--- src/rcod_cfg.svh ---
// Register map, field positions and reset values of the reference clock output divider
`ifndef RCOD_CFG_SVH
`define RCOD_CFG_SVH

// ----------------------------------------------------------------------
// Register byte addresses
// ----------------------------------------------------------------------
`define RCOD_CTRL_OFFSET 32'h0000_0000
`define RCOD_STAT_OFFSET 32'h0000_0004

// ----------------------------------------------------------------------
// Control register fields
// ----------------------------------------------------------------------
`define RCOD_EN_BIT 15
`define RCOD_SLP_BIT 13
`define RCOD_SRC_BIT 12
`define RCOD_DIV_LSB 8
`define RCOD_DIV_W 4
`define RCOD_CTRL_RESET 16'h0000
`define RCOD_CTRL_WMASK 16'hbf00

// ----------------------------------------------------------------------
// Status register fields
// ----------------------------------------------------------------------
`define RCOD_STAT_RUN_BIT 0
`define RCOD_STAT_PIN_BIT 1
`define RCOD_STAT_OSCPD_BIT 2
`define RCOD_STAT_HOLD_BIT 3

`endif

--- src/rcod_pkg.sv ---
// Types shared by the reference clock output divider
package rcod_pkg;

   typedef enum logic [2:0] {
      RCOD_ST_OFF = 3'b001,
      RCOD_ST_RUN = 3'b010,
      RCOD_ST_HOLD = 3'b100
   } rcod_state_type;

   typedef enum logic [1:0] {
      RCOD_RESP_OKAY = 2'b00,
      RCOD_RESP_SLVERR = 2'b10
   } rcod_resp_type;

   typedef struct packed {
      logic [31:0] awaddr;
      logic [2:0] awprot;
      logic awvalid;
      logic [31:0] wdata;
      logic [3:0] wstrb;
      logic wvalid;
      logic bready;
      logic [31:0] araddr;
      logic [2:0] arprot;
      logic arvalid;
      logic rready;
   } rcod_axil_req_type;

   typedef struct packed {
      logic awready;
      logic wready;
      logic bvalid;
      rcod_resp_type bresp;
      logic arready;
      logic rvalid;
      logic [31:0] rdata;
      rcod_resp_type rresp;
   } rcod_axil_rsp_type;

endpackage

--- src/rcod_sync.sv ---
// Two-stage synchroniser for levels arriving from outside the clock domain
`timescale 1ns/1ns
`default_nettype none

module rcod_sync #(
   parameter int W = 2
) (
   // Clock and reset
   input wire logic ref_clk_in,
   input wire logic rst_in,
   // Levels
   input wire logic [W-1:0] async_in,
   output logic [W-1:0] sync_out
);

   if (W < 1) begin : g_bad_width
      $error("rcod_sync: W must be at least 1");
   end

   for (genvar i = 0; i < W; i++) begin : g_bit
      logic stage1;
      logic stage2;
      always_ff @(posedge ref_clk_in) begin
         if (rst_in) begin
            stage1 <= 1'b0;
            stage2 <= 1'b0;
         end else begin
            stage1 <= async_in[i];
            stage2 <= stage1;
         end
      end
      assign sync_out[i] = stage2;
   end

endmodule // rcod_sync

`default_nettype wire

--- src/rcod_divider.sv ---
// Base clock select and power-of-two divider
`timescale 1ns/1ns
`default_nettype none
`include "rcod_cfg.svh"

module rcod_divider
   import rcod_pkg::*;
#(
   parameter int DIV_W = `RCOD_DIV_W
) (
   // Clock and reset
   input wire logic ref_clk_in,
   input wire logic rst_in,
   // Synchronised base clock levels
   input wire logic sys_lvl_in,
   input wire logic pri_lvl_in,
   // Control
   input wire logic src_sel_in,
   input wire logic [DIV_W-1:0] div_sel_in,
   input wire logic run_in,
   // Divided level
   output logic div_level_out
);

   localparam int CNT_W = (1 << DIV_W) - 1;

   if (DIV_W < 1 || DIV_W > `RCOD_DIV_W) begin : g_bad_div
      $error("rcod_divider: DIV_W out of range");
   end

   logic base_lvl;
   logic base_prev;
   logic next_base_prev;
   logic base_rise;
   logic [CNT_W-1:0] cnt;
   logic [CNT_W-1:0] next_cnt;

   // Counting sampled edges limits each base clock to half of ref_clk_in
   always_comb begin
      base_lvl = src_sel_in ? pri_lvl_in : sys_lvl_in;
      base_rise = base_lvl && !base_prev;
      next_base_prev = base_lvl;
      next_cnt = cnt;
      if (!run_in) begin
         next_cnt = '0;
      end else if (base_rise) begin
         next_cnt = cnt + 1'b1;
      end
      if (div_sel_in == '0) begin
         div_level_out = run_in && base_lvl;
      end else begin
         div_level_out = run_in && cnt[div_sel_in - 1'b1];
      end
   end

   always_ff @(posedge ref_clk_in) begin
      if (rst_in) begin
         base_prev <= 1'b0;
         cnt <= '0;
      end else begin
         base_prev <= next_base_prev;
         cnt <= next_cnt;
      end
   end
endmodule // rcod_divider

`default_nettype wire

--- src/rcod_top.sv ---
// Reference clock output divider: register slave, run control and pin drive
`timescale 1ns/1ns
`default_nettype none
`include "rcod_cfg.svh"

// Notes on behaviour
// - Enable bit drives divided clock onto pin
// - Divide base clock by two to field
// - Source bit picks primary oscillator or system
// - Sleep-run bit keeps output alive in Sleep
// - Sleep output needs sleep-run and primary source
// - Sleep powers primary down unless kept
// - Output available in every oscillator configuration
// - Unimplemented bits read zero, writes ignored
module rcod_top
   import rcod_pkg::*;
#(
   parameter int DIV_W = `RCOD_DIV_W
) (
   // Clock and reset
   input wire logic ref_clk_in,
   input wire logic rst_in,
   // Register bus
   input wire rcod_axil_req_type axil_req_in,
   output var rcod_axil_rsp_type axil_rsp_out,
   // Base clocks from outside the domain
   input wire logic sys_clk_in,
   input wire logic pri_osc_in,
   // Power state and oscillator configuration
   input wire logic sleep_in,
   input wire logic pri_osc_primary_mode_in,
   input wire logic primary_osc_keep_in_sleep_in,
   // Pin and oscillator control
   output logic ref_clock_pin_out,
   output logic ref_clock_pin_oe_n_out,
   output logic pri_osc_power_down_out
);

   if (DIV_W != `RCOD_DIV_W) begin : g_bad_div
      $error("rcod_top: DIV_W must match the divisor field width");
   end

   // ----------------------------------------------------------------------
   // Declarations
   // ----------------------------------------------------------------------
   rcod_axil_rsp_type rsp_q;
   rcod_axil_rsp_type next_rsp;
   logic aw_held;
   logic next_aw_held;
   logic [31:0] awaddr_q;
   logic [31:0] next_awaddr;
   logic w_held;
   logic next_w_held;
   logic [31:0] wdata_q;
   logic [31:0] next_wdata;
   logic [3:0] wstrb_q;
   logic [3:0] next_wstrb;
   logic wr_is_ctrl;
   logic wr_is_stat;
   logic ctrl_wr;
   logic [31:0] rd_data;
   logic rd_err;

   logic [15:0] ctrl_q;
   logic [15:0] next_ctrl;
   logic ctrl_en;
   logic ctrl_slp;
   logic ctrl_src;
   logic [DIV_W-1:0] ctrl_div;

   rcod_state_type state;
   rcod_state_type next_state;
   logic osc_keeps;
   logic sleep_ok;
   logic next_pin;
   logic next_oe_n;
   logic next_osc_pd;

   logic [1:0] clk_sync;
   logic div_level;

   // ----------------------------------------------------------------------
   // Register bus slave
   // ----------------------------------------------------------------------
   assign wr_is_ctrl = {awaddr_q[31:2], 2'b00} == `RCOD_CTRL_OFFSET;
   assign wr_is_stat = {awaddr_q[31:2], 2'b00} == `RCOD_STAT_OFFSET;

   // Read mux looks at the live araddr input; the master keeps it stable while arvalid
   always_comb begin
      rd_data = 32'h0000_0000;
      rd_err = 1'b0;
      case ({axil_req_in.araddr[31:2], 2'b00})
         `RCOD_CTRL_OFFSET: begin
            rd_data = {16'h0000, ctrl_q & `RCOD_CTRL_WMASK};
         end
         `RCOD_STAT_OFFSET: begin
            rd_data[`RCOD_STAT_RUN_BIT] = state == RCOD_ST_RUN;
            rd_data[`RCOD_STAT_PIN_BIT] = ref_clock_pin_out;
            rd_data[`RCOD_STAT_OSCPD_BIT] = pri_osc_power_down_out;
            rd_data[`RCOD_STAT_HOLD_BIT] = state == RCOD_ST_HOLD;
         end
         default: begin
            rd_err = 1'b1;
         end
      endcase
   end

   always_comb begin
      next_rsp = rsp_q;
      next_aw_held = aw_held;
      next_awaddr = awaddr_q;
      next_w_held = w_held;
      next_wdata = wdata_q;
      next_wstrb = wstrb_q;
      ctrl_wr = 1'b0;
      if (axil_req_in.awvalid && rsp_q.awready) begin
         next_aw_held = 1'b1;
         next_awaddr = axil_req_in.awaddr;
      end
      if (axil_req_in.wvalid && rsp_q.wready) begin
         next_w_held = 1'b1;
         next_wdata = axil_req_in.wdata;
         next_wstrb = axil_req_in.wstrb;
      end
      // Address and data may arrive in either order; commit once both are held
      if (aw_held && w_held && !rsp_q.bvalid) begin
         next_aw_held = 1'b0;
         next_w_held = 1'b0;
         next_rsp.bvalid = 1'b1;
         next_rsp.bresp = (wr_is_ctrl || wr_is_stat) ? RCOD_RESP_OKAY : RCOD_RESP_SLVERR;
         ctrl_wr = wr_is_ctrl;
      end
      if (rsp_q.bvalid && axil_req_in.bready) begin
         next_rsp.bvalid = 1'b0;
      end
      if (axil_req_in.arvalid && rsp_q.arready) begin
         next_rsp.rvalid = 1'b1;
         next_rsp.rdata = rd_data;
         next_rsp.rresp = rd_err ? RCOD_RESP_SLVERR : RCOD_RESP_OKAY;
      end
      if (rsp_q.rvalid && axil_req_in.rready) begin
         next_rsp.rvalid = 1'b0;
      end
      // Ready signals are registered so every bus output leaves a flip-flop
      next_rsp.awready = !next_aw_held && !next_rsp.bvalid;
      next_rsp.wready = !next_w_held && !next_rsp.bvalid;
      next_rsp.arready = !next_rsp.rvalid;
   end

   always_ff @(posedge ref_clk_in) begin
      if (rst_in) begin
         rsp_q <= '0;
         aw_held <= 1'b0;
         awaddr_q <= 32'h0000_0000;
         w_held <= 1'b0;
         wdata_q <= 32'h0000_0000;
         wstrb_q <= 4'h0;
      end else begin
         rsp_q <= next_rsp;
         aw_held <= next_aw_held;
         awaddr_q <= next_awaddr;
         w_held <= next_w_held;
         wdata_q <= next_wdata;
         wstrb_q <= next_wstrb;
      end
   end

   assign axil_rsp_out = rsp_q;

   // ----------------------------------------------------------------------
   // Control register
   // ----------------------------------------------------------------------
   always_comb begin
      next_ctrl = ctrl_q;
      if (ctrl_wr) begin
         if (wstrb_q[1]) begin
            next_ctrl[15:8] = wdata_q[15:8];
         end
         if (wstrb_q[0]) begin
            next_ctrl[7:0] = wdata_q[7:0];
         end
      end
      next_ctrl = next_ctrl & `RCOD_CTRL_WMASK;
   end

   always_ff @(posedge ref_clk_in) begin
      if (rst_in) begin
         ctrl_q <= `RCOD_CTRL_RESET;
      end else begin
         ctrl_q <= next_ctrl;
      end
   end

   assign ctrl_en = ctrl_q[`RCOD_EN_BIT];
   assign ctrl_slp = ctrl_q[`RCOD_SLP_BIT];
   assign ctrl_src = ctrl_q[`RCOD_SRC_BIT];
   assign ctrl_div = ctrl_q[`RCOD_DIV_LSB +: DIV_W];

   // ----------------------------------------------------------------------
   // Run control
   // ----------------------------------------------------------------------
   // No gating on the system clock mode: any configuration may use the output
   always_comb begin
      osc_keeps = pri_osc_primary_mode_in || primary_osc_keep_in_sleep_in;
      sleep_ok = ctrl_slp && ctrl_src && osc_keeps;
      next_osc_pd = sleep_in && !osc_keeps;
      next_state = state;
      case (state)
         RCOD_ST_OFF: begin
            if (ctrl_en) begin
               next_state = (sleep_in && !sleep_ok) ? RCOD_ST_HOLD : RCOD_ST_RUN;
            end
         end
         RCOD_ST_RUN: begin
            if (!ctrl_en) begin
               next_state = RCOD_ST_OFF;
            end else if (sleep_in && !sleep_ok) begin
               next_state = RCOD_ST_HOLD;
            end
         end
         RCOD_ST_HOLD: begin
            if (!ctrl_en) begin
               next_state = RCOD_ST_OFF;
            end else if (!sleep_in || sleep_ok) begin
               next_state = RCOD_ST_RUN;
            end
         end
         default: begin
            next_state = RCOD_ST_OFF;
         end
      endcase
      // Held low while stopped in Sleep, released only when disabled
      next_pin = (state == RCOD_ST_RUN) && div_level;
      next_oe_n = state == RCOD_ST_OFF;
   end

   always_ff @(posedge ref_clk_in) begin
      if (rst_in) begin
         state <= RCOD_ST_OFF;
         ref_clock_pin_out <= 1'b0;
         ref_clock_pin_oe_n_out <= 1'b1;
         pri_osc_power_down_out <= 1'b0;
      end else begin
         state <= next_state;
         ref_clock_pin_out <= next_pin;
         ref_clock_pin_oe_n_out <= next_oe_n;
         pri_osc_power_down_out <= next_osc_pd;
      end
   end

   // ----------------------------------------------------------------------
   // Base clock sampling and division
   // ----------------------------------------------------------------------
   rcod_sync #(
      .W(2)
   ) u_sync (
      .ref_clk_in(ref_clk_in),
      .rst_in(rst_in),
      .async_in({pri_osc_in, sys_clk_in}),
      .sync_out(clk_sync)
   );

   rcod_divider #(
      .DIV_W(DIV_W)
   ) u_divider (
      .ref_clk_in(ref_clk_in),
      .rst_in(rst_in),
      .sys_lvl_in(clk_sync[0]),
      .pri_lvl_in(clk_sync[1]),
      .src_sel_in(ctrl_src),
      .div_sel_in(ctrl_div),
      .run_in(state == RCOD_ST_RUN),
      .div_level_out(div_level)
   );
endmodule // rcod_top

`default_nettype wire

--- config.mk ---
export PLATFORM = sky130hd
export DESIGN_NAME = rcod_top
export DESIGN_NICKNAME = d
export VERILOG_FILES = /design/src/rcod_pkg.sv /design/src/rcod_sync.sv /design/src/rcod_divider.sv /design/src/rcod_top.sv
export VERILOG_INCLUDE_DIRS = /design/src
export SDC_FILE = /design/constraint.sdc
export NUM_CORES = 1
export LEC_CHECK = 0
export BUFFER_PORTS_ARGS = -buffer_cell sky130_fd_sc_hd__buf_2
export CORE_MARGIN = 1.5
export CORE_UTILIZATION = 52
export CTS_CLUSTER_DIAMETER = 60
export CTS_CLUSTER_SIZE = 8
export DETAILED_ROUTE_END_ITERATION = 8
export GPL_ROUTABILITY_DRIVEN = 0
export HOLD_SLACK_MARGIN = 0.02
export PLACE_DENSITY = 0.86
export SETUP_SLACK_MARGIN = 0.5
export SYNTH_ARGS = -nofsm -noshare
export SYNTH_HDL_FRONTEND = slang
export SYNTH_SLANG_ARGS = --single-unit
export TNS_END_PERCENT = 10
--- constraint.sdc ---
create_clock -name ref_clk_in -period 3.3 [get_ports ref_clk_in]
set_clock_uncertainty 0.05 [all_clocks]
set_input_delay 0.33 -clock ref_clk_in [delete_from_list [all_inputs] [get_ports ref_clk_in]]
set_output_delay 0.33 -clock ref_clk_in [all_outputs]
set_load 0.03 [all_outputs]
==> results.txt, run 1 <==
----------------------------------------------------
[Synthesis]
  Seq/Total Area, Yosys ... 0.455
  Average size of a mapped cell ... 8.52 um2
  Cell taking the most area after synthesis ... sky130_fd_sc_hd__dfxtp_1
  Ys async rst share ... 0
  Count of warnings emitted by yosys ... 0
  Proportion of netlist area held by the largest area contributor ... 0.455
  Cell with the most instances after synthesis ... sky130_fd_sc_hd__dfxtp_1
  Cell variety after synth ... 48
  Synth cell count leaders ... sky130_fd_sc_hd__dfxtp_1 (91), sky130_fd_sc_hd__nand2_1 (90), sky130_fd_sc_hd__a21oi_1 (54)
  Cell types occupying the most area after synthesis ... sky130_fd_sc_hd__dfxtp_1 (46%), sky130_fd_sc_hd__nand2_1 (8.4%), sky130_fd_sc_hd__a21oi_1 (6.8%)
  Flops & latches, synth ... 91
  EDFF count, synth ... 0
  Dominant register cell in the synthesized netlist ... sky130_fd_sc_hd__dfxtp_1
  Cell Area, Synth ... 0.00400 mm2
  Post-synthesis instance total ... 470

[Clocking]
  Clock tree from TritonCTS ... yes
  Count of cells resized by post-cts repair ... 0
  Longest Clk Path Bufs ... 2
  Later-pin clock latency in the skew report ... 0.36 ns
  TritonCTS buffer count ... 9
  Clock slew at reported path FFs ... 0.09 ns
  CTS hold repair buffers ... 0
  Setup fix buffers added after clock tree synthesis ... 0
  Root Driver ... sky130_fd_sc_hd__clkbuf_8
  # clock sinks ... a little over 90
  CTS H-tree lvls ... 3

[Cells and area]
  Ant. Diodes ... 0
  Synthesis-to-finish area growth ... 15.9%
  Post-layout nets ... 673
  Share of cells above drive strength 1 ... 0.226

[Global routing]
  Global-route usage over all layers ... 0.219
  First-pass GRT wire length ... approximately 15000 um
  Global route total overflow ... 0
  Vias in the first global route ... 3396
  Number of antenna violations at the first check in global routing ... 0
  Largest net degree at the start of global routing ... a little over 60

[Route]
  Via count ... 3567
  Total iterations of the first detailed-routing run ... 4
  Count of routing violations after the opening detailed-route iteration ... between 100 and 150
  Antenna-violating nets left ... 0
  DR WL/cell ... 13.1 um
  Average via count per standard cell ... 5.44
  Wire length after detailed routing ... roughly 8600 um
  Residual DRC ... 0

[Worst setup path]
  Critical path start-end classification ... reg -> reg
  Required @ worst endpoint ... 3.47 ns
  Arr. time, crit path ... 2.31 ns
  Kind of launch point of the worst setup path ... flip-flop
  Crit path max fanout ... 7
  Worst setup EP type ... flip-flop

[Timing]
  Crit path time final ... between 2 and 2.5 ns
  Transition time at the pin with the least slew margin ... 1.04 ns
  Tightest slew margin relative to the limit ... 0.307
  RSZ-0062 raised after global routing ... false
  Tcrit/Tclk final ... 0.650
  Final count of negative-setup-slack endpoints ... 0
  Final setup TNS ... 0 ns
  Final slew viol count ... 0
  Max Freq ... between 0.4 and 0.5 GHz
  Final hold viol count ... 0

[Status]
  Status ... complete, no violations

[Power]
  Final Power ... 2.20 mW
  Peak ir drop on the vdd network ... 0.285 mV
  P_leak ... 1.90 nW
  Pwr/cell area ... 475 mW/mm2

[Floorplan]
  Placeable Area ... between 0.007 and 0.008 mm2
  Die Span Y ... 90.7 um
  X dimension of the die ... 90.7 um
  Cell Rows ... 31
  Boundary pin count ... 162
  Effective utilization at floorplan ... 0.543
  Die Footprint ... 0.00823 mm2

[Place]
  Number of port buffers ... 100
  DP Wirelength ... around 6300 um

[Hold path]
  Class of the tightest hold or removal check ... in -> reg

[Flow run]
  Max-capacitance violation count ... 0

----------------------------------------------------
==> worst paths after layout <==
path,from,slack (ns),to,depth (start not counted)
setup / recovery,ctrl_q[8]$_SDFFE_PP0P_,1.15,ref_clock_pin_out$_SDFF_PP0_,6
hold / removal,primary_osc_keep_in_sleep_in,0.12,pri_osc_power_down_out$_SDFF_PP0_,2
setup reg to reg,ctrl_q[8]$_SDFFE_PP0P_,1.15,ref_clock_pin_out$_SDFF_PP0_,6
hold reg to reg,aw_held$_SDFF_PP0_,0.41,axil_rsp_out[40]$_SDFF_PP0_,1
==> flip-flops by register name (all words and copies together), names as in the netlist, 2 cells and up <==
signal,flops
u_sync.g_bit.stage2,2
u_sync.g_bit.stage1,2
axil_rsp_out,18
state,3
ctrl_q,7
wdata_q,7
u_divider.cnt,15
awaddr_q,30
==> routing by layer <==
layer	up-vias	wire length, um	global-route usage
li1	1780	-	-
met1	1639	3670	0.262
met2	135	4190	0.380
met3	13	623	0.0581
met4	0	112	0.0661
met5	-	0	0
==> placed cells by master, fill, tap and decap left out, types with 3 or more instances in the layout <==
| master | Yosys | final |
|---|---|---|
| sky130_fd_sc_hd__a21oi_1 | 54 | 54 |
| sky130_fd_sc_hd__and2_1 | 6 | 6 |
| sky130_fd_sc_hd__and4_1 | 4 | 4 |
| sky130_fd_sc_hd__buf_2 | 0 | 100 |
| sky130_fd_sc_hd__clkbuf_8 | 0 | 10 |
| sky130_fd_sc_hd__clkinvlp_4 | 0 | 3 |
| sky130_fd_sc_hd__conb_1 | 1 | 23 |
| sky130_fd_sc_hd__dfxtp_1 | 91 | 91 |
| sky130_fd_sc_hd__ha_1 | 3 | 3 |
| sky130_fd_sc_hd__inv_1 | 14 | 14 |
| sky130_fd_sc_hd__mux2i_1 | 5 | 5 |
| sky130_fd_sc_hd__mux4_2 | 3 | 3 |
| sky130_fd_sc_hd__nand2_1 | 90 | 90 |
| sky130_fd_sc_hd__nand3_1 | 6 | 6 |
| sky130_fd_sc_hd__nand4_1 | 15 | 15 |
| sky130_fd_sc_hd__nor2_1 | 23 | 23 |
| sky130_fd_sc_hd__nor2b_1 | 5 | 5 |
| sky130_fd_sc_hd__nor3_1 | 7 | 7 |
| sky130_fd_sc_hd__nor4_1 | 15 | 15 |
| sky130_fd_sc_hd__o211a_1 | 10 | 10 |
| sky130_fd_sc_hd__o21ai_0 | 7 | 7 |
| sky130_fd_sc_hd__o31ai_1 | 9 | 9 |
| sky130_fd_sc_hd__o41ai_1 | 11 | 11 |
| sky130_fd_sc_hd__or4_1 | 3 | 3 |
| sky130_fd_sc_hd__xnor2_1 | 3 | 3 |
| sky130_fd_sc_hd__xor2_1 | 6 | 6 |
==> report_power, final <==
part | switching [mW] | internal [mW] | total, mW
combinational | 0.184 | 0.0886 | 0.272
clock | 0.395 | 0.374 | 0.769
sequential | 0.0216 | 1.14 | 1.16
total | 0.600 | 1.60 | 2.20
==> cell families after synthesis <==
| logic type | count (synthesis) | synth area share |
|---|---|---|
| other cells | 1 | 0.000937 |
| mux | 10 | 0.0359 |
| compound gates | 101 | 0.163 |
| xor+xnor | 9 | 0.0197 |
| simple gates | 189 | 0.233 |
| flops | 91 | 0.455 |
| fa+ha+maj | 3 | 0.00938 |
| buf+inv | 66 | 0.0834 |
==> critical path, stage by stage, from the launching register on <==
cell	delay (ns)
sky130_fd_sc_hd__dfxtp_1	0.48
sky130_fd_sc_hd__inv_1	0.21
sky130_fd_sc_hd__ha_1	0.41
sky130_fd_sc_hd__mux4_2	0.32
sky130_fd_sc_hd__mux2_2	0.28
sky130_fd_sc_hd__a32oi_1	0.15
sky130_fd_sc_hd__o41ai_1	0.11
==> metrics by stage <==
| stage | worst slack (ns) | cells | util | hold WS (ns) | instance area, um2 |
|---|---|---|---|---|---|
| finish | 1.15 | 656 | 0.630 | 0.125 | 4640 |
| global route | 1.04 | 656 | 0.630 | 0.115 | 4640 |
| CTS | 1.15 | 656 | 0.630 | 0.102 | 4640 |
| detailed placement | 1.15 | 640 | 0.602 | 0.395 | 4440 |
| global placement | 1.23 | 640 | 0.602 | 0.372 | 4440 |
| floorplan | 1.44 | 492 | - | 0.357 | 4090 |
==> layout make-up <==
type,instances,area (um2)
flip-flops and latches,91,1820
inverters,14,52.6
multi-input cells,335,1930
clock buffers,11,141
well taps,99,124
repair buffers,101,508
fillers,661,2730
clock inverters,5,61.3
No activity file was read; power rests on OpenSTA's default activity.
==> inputs of run 2 (changes only) <==
--- a/config.mk
+++ b/config.mk
@@ -6,15 +6,16 @@
 export SDC_FILE = /design/constraint.sdc
 export NUM_CORES = 1
 export LEC_CHECK = 0
+export ABC_AREA = 1
 export BUFFER_PORTS_ARGS = -buffer_cell sky130_fd_sc_hd__buf_2
 export CORE_MARGIN = 1.5
-export CORE_UTILIZATION = 52
+export CORE_UTILIZATION = 45
 export CTS_CLUSTER_DIAMETER = 60
 export CTS_CLUSTER_SIZE = 8
 export DETAILED_ROUTE_END_ITERATION = 8
 export GPL_ROUTABILITY_DRIVEN = 0
 export HOLD_SLACK_MARGIN = 0.02
-export PLACE_DENSITY = 0.86
+export PLACE_DENSITY = 0.78
 export SETUP_SLACK_MARGIN = 0.5
 export SYNTH_ARGS = -nofsm -noshare
 export SYNTH_HDL_FRONTEND = slang
==> constraint.sdc (replaced) <==
create_clock -name ref_clk_in -period 1.93 [get_ports ref_clk_in]
set_clock_uncertainty 0.05 [all_clocks]
set_input_delay 0.193 -clock ref_clk_in [delete_from_list [all_inputs] [get_ports ref_clk_in]]
set_output_delay 0.193 -clock ref_clk_in [all_outputs]
set_load 0.03 [all_outputs]
==> run 2 against run 1 <==
  * Register-to-register slack worse by 0.63 ns
  * Cell area is 16% higher
  * Clock power is 100% higher
  * Sequential power is 78% higher
  * Cell count is 33% higher
  * Global-route usage is 2.5 points lower
  * Die area is 24% higher
  * Sequential share of layout area is 4.9 points lower
  * Worst setup slack worse by 0.63 ns
==> results.txt, run 2 <==
----------------------------------------------------
[Status]
  Status ... complete, no violations

[Timing]
  Final setup TNS ... 0 ns
  Crit path time final ... 1.41 ns
  RSZ-0062 raised after global routing ... true
  Final slew viol count ... 0
  Tightest hold margin ... 0.0286 ns
  Final count of negative-setup-slack endpoints ... 0
  Fin worst setup slack ... 0.522 ns
  Final hold viol count ... 0
  Tcrit/Tclk final ... 0.730
  Max Freq ... 0.710 GHz

[Synthesis]
  Ys async rst share ... 0
  Seq/Total Area, Yosys ... 0.422
  Synth cell count leaders ... sky130_fd_sc_hd__nor2_1 (134), sky130_fd_sc_hd__nand2_1 (98), sky130_fd_sc_hd__dfxtp_1 (91)
  Cell Area, Synth ... 0.00432 mm2
  EDFF count, synth ... 0
  Proportion of netlist area held by the largest area contributor ... 0.422
  Dominant register cell in the synthesized netlist ... sky130_fd_sc_hd__dfxtp_1
  Cell taking the most area after synthesis ... sky130_fd_sc_hd__dfxtp_1
  Count of warnings emitted by yosys ... 0
  Flops & latches, synth ... 91
  Cell types occupying the most area after synthesis ... sky130_fd_sc_hd__dfxtp_1 (42%), sky130_fd_sc_hd__nor2_1 (12%), sky130_fd_sc_hd__nand2_1 (8.5%)
  Cell variety after synth ... 33
  Cell with the most instances after synthesis ... sky130_fd_sc_hd__nor2_1
  Average size of a mapped cell ... ~6.9 um2
  Post-synthesis instance total ... 625

[Power]
  Pwr/cell area ... slightly above 800 mW/mm2
  P_leak ... roughly 2.3 nW
  Peak ir drop on the vdd network ... 0.489 mV

[Worst setup path]
  Worst setup EP type ... flip-flop
  Startpoint of the worst setup timing path ... u_divider.cnt[0]$_SDFFE_PP0P_
  Flop-to-flop setup slack ... 0.52 ns
  Crit path max fanout ... 6
  Critical path start-end classification ... reg -> reg
  Length in cells of the worst reg-to-reg path ... 8
  Arr. time, crit path ... 1.60 ns
  Kind of launch point of the worst setup path ... flip-flop
  FF-to-FF Start ... u_divider.cnt[0]$_SDFFE_PP0P_
  Slowest cell on the critical path ... sky130_fd_sc_hd__dfxtp_4
  Worst-path cell chain ... ha_2, nand3_4, nor2_4, inv_2, nor2_8, nand3_1, nand2_1, a21oi_1
  Longest individual stage delay on the worst path ... approximately 0.38 ns
  Capture instance of the worst register-to-register path ... u_divider.cnt[10]$_SDFFE_PP0P_
  Cell family with most CP delay ... simple AND/OR/NAND/NOR gates
  Sum of buffers and inverters on the critical path ... 1
  Required @ worst endpoint ... 2.13 ns

[Route]
  Via count ... between 4000 and 5000
  Total iterations of the first detailed-routing run ... 5
  Count of routing violations after the opening detailed-route iteration ... 228
  DR WL/cell ... 11.4 um
  Wire length after detailed routing ... between 9000 and 10000 um
  Residual DRC ... 0
  Average via count per standard cell ... roughly 4.8
  Antenna-violating nets left ... 0

[Hold path]
  Count of cells along the worst hold path ... 3
  Endpoint of the worst hold-timing path ... awaddr_q[27]$_SDFFE_PP0P_
  Beginning of the worst hold path ... axil_req_in[106]
  Class of the tightest hold or removal check ... in -> reg

[Global routing]
  Number of antenna violations at the first check in global routing ... 0
  Largest net degree at the start of global routing ... 38
  Vias in the first global route ... 3957
  Global-route usage over all layers ... 0.194
  First-pass GRT wire length ... 16100 um
  Global route total overflow ... 0

[Clocking]
  Longest Clk Path Bufs ... 2
  TritonCTS buffer count ... 9
  Later-pin clock latency in the skew report ... 0.37 ns
  Clock slew at reported path FFs ... 0.09 ns
  CTS H-tree lvls ... 3
  Clock tree from TritonCTS ... yes
  # clock sinks ... 91
  Root Driver ... sky130_fd_sc_hd__clkbuf_8

[Cells and area]
  Synthesis-to-finish area growth ... 24.2%
  Register with the most flip-flops ... awaddr_q
  Final Instance Area ... roughly 0.0054 mm2
  Ant. Diodes ... 0
  Post-layout nets ... 857
  Fin cells ... 870
  Most frequent cells in the layout ... sky130_fd_sc_hd__nor2_1 (128), sky130_fd_sc_hd__buf_2 (100), sky130_fd_sc_hd__nand2_1 (96)
  Share of cells above drive strength 1 ... 0.229
  Leading cell type in the layout, fill and taps excluded ... sky130_fd_sc_hd__nor2_1
  Flip-flop count of the largest register after layout ... 30

[Place]
  Placed cell count ... 840
  DP Wirelength ... 7040 um
  Placed standard-cell area ... around 0.005 mm2
  Number of port buffers ... 100
  Pre-CTS setup slack ... 0.440 ns

[Floorplan]
  Die Footprint ... around 0.010 mm2
  X dimension of the die ... 101 um
  Placeable Area ... 0.00928 mm2
  Die Span Y ... 101 um
  Cell Rows ... 35
  Effective utilization at floorplan ... 0.465
  Boundary pin count ... roughly 160

[Flow run]
  Max-capacitance violation count ... 0

----------------------------------------------------
-- run 2: cell types whose count changed in the layout (fill, tap and decap cells not counted), moves of 11 or more --
cell	previous run	this run
sky130_fd_sc_hd__dfxtp_1	91	79
sky130_fd_sc_hd__buf_4	1	12
sky130_fd_sc_hd__o21ai_0	7	56
sky130_fd_sc_hd__nor4_1	15	3
sky130_fd_sc_hd__nand3_1	6	52
sky130_fd_sc_hd__inv_1	14	54
sky130_fd_sc_hd__o41ai_1	11	0
sky130_fd_sc_hd__nor2_1	23	128
-- run 2: how the worst max path moves through the flow --
stage               slack, ns                              to  cells past startpoint
floorplan                0.51    ref_clock_pin_out$_SDFF_PP0_                      9
global placement         0.48  u_divider.cnt[10]$_SDFFE_PP0P_                      8
detailed placement       0.44  u_divider.cnt[10]$_SDFFE_PP0P_                      8
CTS                      0.45    ref_clock_pin_out$_SDFF_PP0_                      8
global route             0.43   axil_rsp_out[37]$_SDFFE_PP0P_                      8
finish                   0.52  u_divider.cnt[10]$_SDFFE_PP0P_                      8
-- run 2: logic make-up (layout without fill, tap and decap cells) --
family	Yosys count	count (layout)	share of synthesized area
and+or+nand+nor	320	320	0.324
AOI/OAI and AO/OA	104	104	0.122
buffers and inverters	104	198	0.118
DFF	91	91	0.422
adders and majority gates	3	3	0.00870
xor gates and xnor gates	2	2	0.00406
other	1	23	0.000869
-- run 2: worst reg2reg max path, cell delays in order, from the launching register on --
cell and delay, ns:
sky130_fd_sc_hd__dfxtp_4 0.38, sky130_fd_sc_hd__ha_2 0.22, sky130_fd_sc_hd__nand3_4 0.10, sky130_fd_sc_hd__nor2_4 0.14, sky130_fd_sc_hd__inv_2 0.07, sky130_fd_sc_hd__nor2_8 0.13
sky130_fd_sc_hd__nand3_1 0.08, sky130_fd_sc_hd__nand2_1 0.06, sky130_fd_sc_hd__a21oi_1 0.05
-- run 2: per-layer routing --
metal	part of all wire	global-route usage
met3	0.075	0.0492
met5	0	0
met4	0.018	0.0791
met2	0.49	0.351
met1	0.42	0.216
-- run 2: through the flow --
step	utilization	total power [mW]
5_1_grt	0.577	4.59
6_report	0.577	4.38
3_3_place_gp	0.524	2.77
4_1_cts	0.560	4.38
3_5_place_dp	0.524	2.80
2_1_floorplan	-	2.63
-- run 2: repair_timing --
action                                  4_1_cts  5_1_grt
pin swaps                                     0       14
hold buffers                                  9        0
cloned                                        0        1
endpoints found under the hold margin         8        0
endpoints found under the setup margin       11       20
setup buffers                                 0        4
gates resized for setup                       3       30
-- run 2: layout make-up --
class | instances | area [um2]
Clock buffer | 9 | 124
Clock inverter | 7 | 125
Fill cell | 895 | 3920
Inverter | 58 | 223
Multi-Input combinational cell | 452 | 2140
Sequential cell | 91 | 1840
Tap cell | 129 | 161
Timing Repair Buffer | 124 | 746
-- run 2: report_power, final --
group / switching (mW) / leakage (nW) / internal (mW) / total (mW)
Sequential: 0.0681 / 0.749 / 2.00 / 2.07
Clock: 0.696 / 0.118 / 0.870 / 1.57
Combinational: 0.475 / 1.46 / 0.272 / 0.747
Total: 1.24 / 2.33 / 3.14 / 4.38
==> inputs of run 3 (changes only) <==
--- a/config.mk
+++ b/config.mk
@@ -6,10 +6,10 @@
 export SDC_FILE = /design/constraint.sdc
 export NUM_CORES = 1
 export LEC_CHECK = 0
-export ABC_AREA = 1
+export ABC_AREA = 0
 export BUFFER_PORTS_ARGS = -buffer_cell sky130_fd_sc_hd__buf_2
 export CORE_MARGIN = 1.5
-export CORE_UTILIZATION = 45
+export CORE_UTILIZATION = 44
 export CTS_CLUSTER_DIAMETER = 60
 export CTS_CLUSTER_SIZE = 8
 export DETAILED_ROUTE_END_ITERATION = 8
==> constraint.sdc (replaced) <==
create_clock -name ref_clk_in -period 1.2 [get_ports ref_clk_in]
set_clock_uncertainty 0.05 [all_clocks]
set_input_delay 0.12 -clock ref_clk_in [delete_from_list [all_inputs] [get_ports ref_clk_in]]
set_output_delay 0.12 -clock ref_clk_in [all_outputs]
set_load 0.03 [all_outputs]
==> run 3 against run 2 <==
  * The flow now finishes with violations (hold timing, setup timing)
  * Total power rose by 62%
  * Combinational power is 86% higher
  * Largest power group unchanged
  * First-iteration DRC count is 8.8% lower
==> results.txt, run 3 (synthesis gave the netlist of run 1 again) <==
----------------------------------------------------
[Worst setup path]
  Worst setup EP type ... flip-flop
  Critical path start-end classification ... reg -> reg
  Slowest cell on the critical path ... sky130_fd_sc_hd__dfxtp_4
  Logic depth of the worst path, buffers included ... 6
  Flop-to-flop setup slack ... -0.58 ns
  Crit path max fanout ... 4
  Worst-path cell chain ... inv_6, ha_4, mux4_2, mux2_4, a32oi_2, o41ai_2
  FF-to-FF Start ... ctrl_q[8]$_SDFFE_PP0P_
  Required @ worst endpoint ... 1.40 ns
  Sum of buffers and inverters on the critical path ... 1
  Arr. time, crit path ... 1.98 ns
  Length in cells of the worst reg-to-reg path ... 6
  Cell family with most CP delay ... multiplexers
  Longest individual stage delay on the worst path ... 0.40 ns
  Kind of launch point of the worst setup path ... flip-flop
  Capture instance of the worst register-to-register path ... ref_clock_pin_out$_SDFF_PP0_

[Route]
  DR WL/cell ... ~19 um
  Wire length after detailed routing ... 14400 um
  Count of routing violations after the opening detailed-route iteration ... 208
  Total iterations of the first detailed-routing run ... 5
  Via count ... 4287
  Residual DRC ... 0
  Antenna-violating nets left ... 0
  Average via count per standard cell ... 5.62

[Cells and area]
  Ant. Diodes ... 0
  Leading cell type in the layout, fill and taps excluded ... sky130_fd_sc_hd__buf_2
  Post-layout nets ... 772
  Fin util ... 0.762
  Flip-flop count of the largest register after layout ... 30
  Final Instance Area ... 0.00668 mm2
  Fin cells ... 763
  Share of cells above drive strength 1 ... 0.521
  Most frequent cells in the layout ... sky130_fd_sc_hd__buf_2 (76), sky130_fd_sc_hd__dfxtp_1 (61), sky130_fd_sc_hd__nand2_1 (52)
  Register with the most flip-flops ... awaddr_q
  Synthesis-to-finish area growth ... 66.8%

[Power]
  Cell internal power dissipation ... 5.12 mW
  Sw Share ... 0.278
  P_leak ... 2.75 nW
  Pwr/cell area ... 1060 mW/mm2
  Logic gate share of total power ... 0.196
  Psw ... 1.97 mW
  Share of power burned in the clock network ... 0.349
  Sequential cell fraction of total power ... 0.456
  Peak ir drop on the vdd network ... 0.880 mV
  Final Power ... roughly 7.1 mW

[Place]
  Placed cell count ... 705
  Placed standard-cell area ... 0.00495 mm2
  Number of port buffers ... 100
  Pre-CTS setup slack ... -0.465 ns
  DP Wirelength ... 7200 um

[Floorplan]
  Die Footprint ... 0.00968 mm2
  Placeable Area ... 0.00876 mm2
  X dimension of the die ... between 90 and 100 um
  Effective utilization at floorplan ... 0.457
  Boundary pin count ... 162
  Die Span Y ... 98.4 um
  Cell Rows ... 34

[Global routing]
  Vias in the first global route ... 4374
  Largest net degree at the start of global routing ... 34
  Global-route usage over all layers ... 0.262
  First-pass GRT wire length ... 20500 um
  Number of antenna violations at the first check in global routing ... 0
  Global route total overflow ... 0

[Clocking]
  # clock sinks ... 91
  Root Driver ... sky130_fd_sc_hd__clkbuf_8
  CTS H-tree lvls ... 3
  TritonCTS buffer count ... 9
  Longest Clk Path Bufs ... 2
  Clock slew at reported path FFs ... 0.09 ns
  Clock tree from TritonCTS ... yes
  Later-pin clock latency in the skew report ... 0.37 ns

[Timing]
  Final count of negative-setup-slack endpoints ... 33
  Crit path time final ... 1.78 ns
  Final hold viol count ... 2
  Final setup TNS ... -7.23 ns
  Max Freq ... approximately 0.56 GHz
  Tcrit/Tclk final ... 1.48
  Final slew viol count ... 0
  Tightest hold margin ... -0.0974 ns
  Fin worst setup slack ... -0.580 ns
  RSZ-0062 raised after global routing ... true

[Hold path]
  Class of the tightest hold or removal check ... in -> reg
  Count of cells along the worst hold path ... 2
  Beginning of the worst hold path ... pri_osc_primary_mode_in
  Endpoint of the worst hold-timing path ... pri_osc_power_down_out$_SDFF_PP0_

[Status]
  Violated checks ... hold timing, setup timing
  Status ... finished, violations left

[Flow run]
  Max-capacitance violation count ... 0

----------------------------------------------------
run 3: how the worst max path moves through the flow:
stage / start / endpoint / slack (ns)
CTS: ctrl_q[8]$_SDFFE_PP0P_ / ref_clock_pin_out$_SDFF_PP0_ / -0.46
detailed placement: ctrl_q[8]$_SDFFE_PP0P_ / ref_clock_pin_out$_SDFF_PP0_ / -0.47
finish: ctrl_q[8]$_SDFFE_PP0P_ / ref_clock_pin_out$_SDFF_PP0_ / -0.58
global placement: ctrl_q[8]$_SDFFE_PP0P_ / ref_clock_pin_out$_SDFF_PP0_ / -0.40
floorplan: ctrl_q[8]$_SDFFE_PP0P_ / ref_clock_pin_out$_SDFF_PP0_ / -0.42
global route: ctrl_q[8]$_SDFFE_PP0P_ / ref_clock_pin_out$_SDFF_PP0_ / -0.60
run 3: power by group through the flow:
| stage | registers (mW) | clock network (mW) | logic (mW) |
|---|---|---|---|
| after floorplan | 3.33 | 0 | 0.494 |
| after global placement | 3.25 | 0 | 0.825 |
| after detailed placement | 3.26 | 0 | 0.841 |
| after CTS | 3.21 | 2.45 | 1.16 |
| after global routing | 3.24 | 2.59 | 1.46 |
| final | 3.23 | 2.47 | 1.39 |
run 3: area by class of cell:
type,instances,area (um2)
Inverter,14,57.6
Sequential cell,91,1880
Clock inverter,4,98.8
Timing Repair Buffer,200,1600
Fill cell,526,2080
Clock buffer,11,131
Multi-Input combinational cell,335,2780
Tap cell,108,135
run 3: layer usage:
layer,global-route usage,part of all wire
met5,0,0
met4,0.105,0.040
met3,0.0637,0.059
met2,0.506,0.54
met1,0.267,0.36
run 3: what timing repair did:
| action | 4_1_cts | 5_1_grt |
|---|---|---|
| gates resized for setup | 180 | 92 |
| endpoints found under the setup margin | 108 | 109 |
| pin swaps | 115 | 81 |
| setup buffers | 2 | 0 |
| hold buffers | 39 | 2 |
| hold endpoints to repair | 45 | 4 |
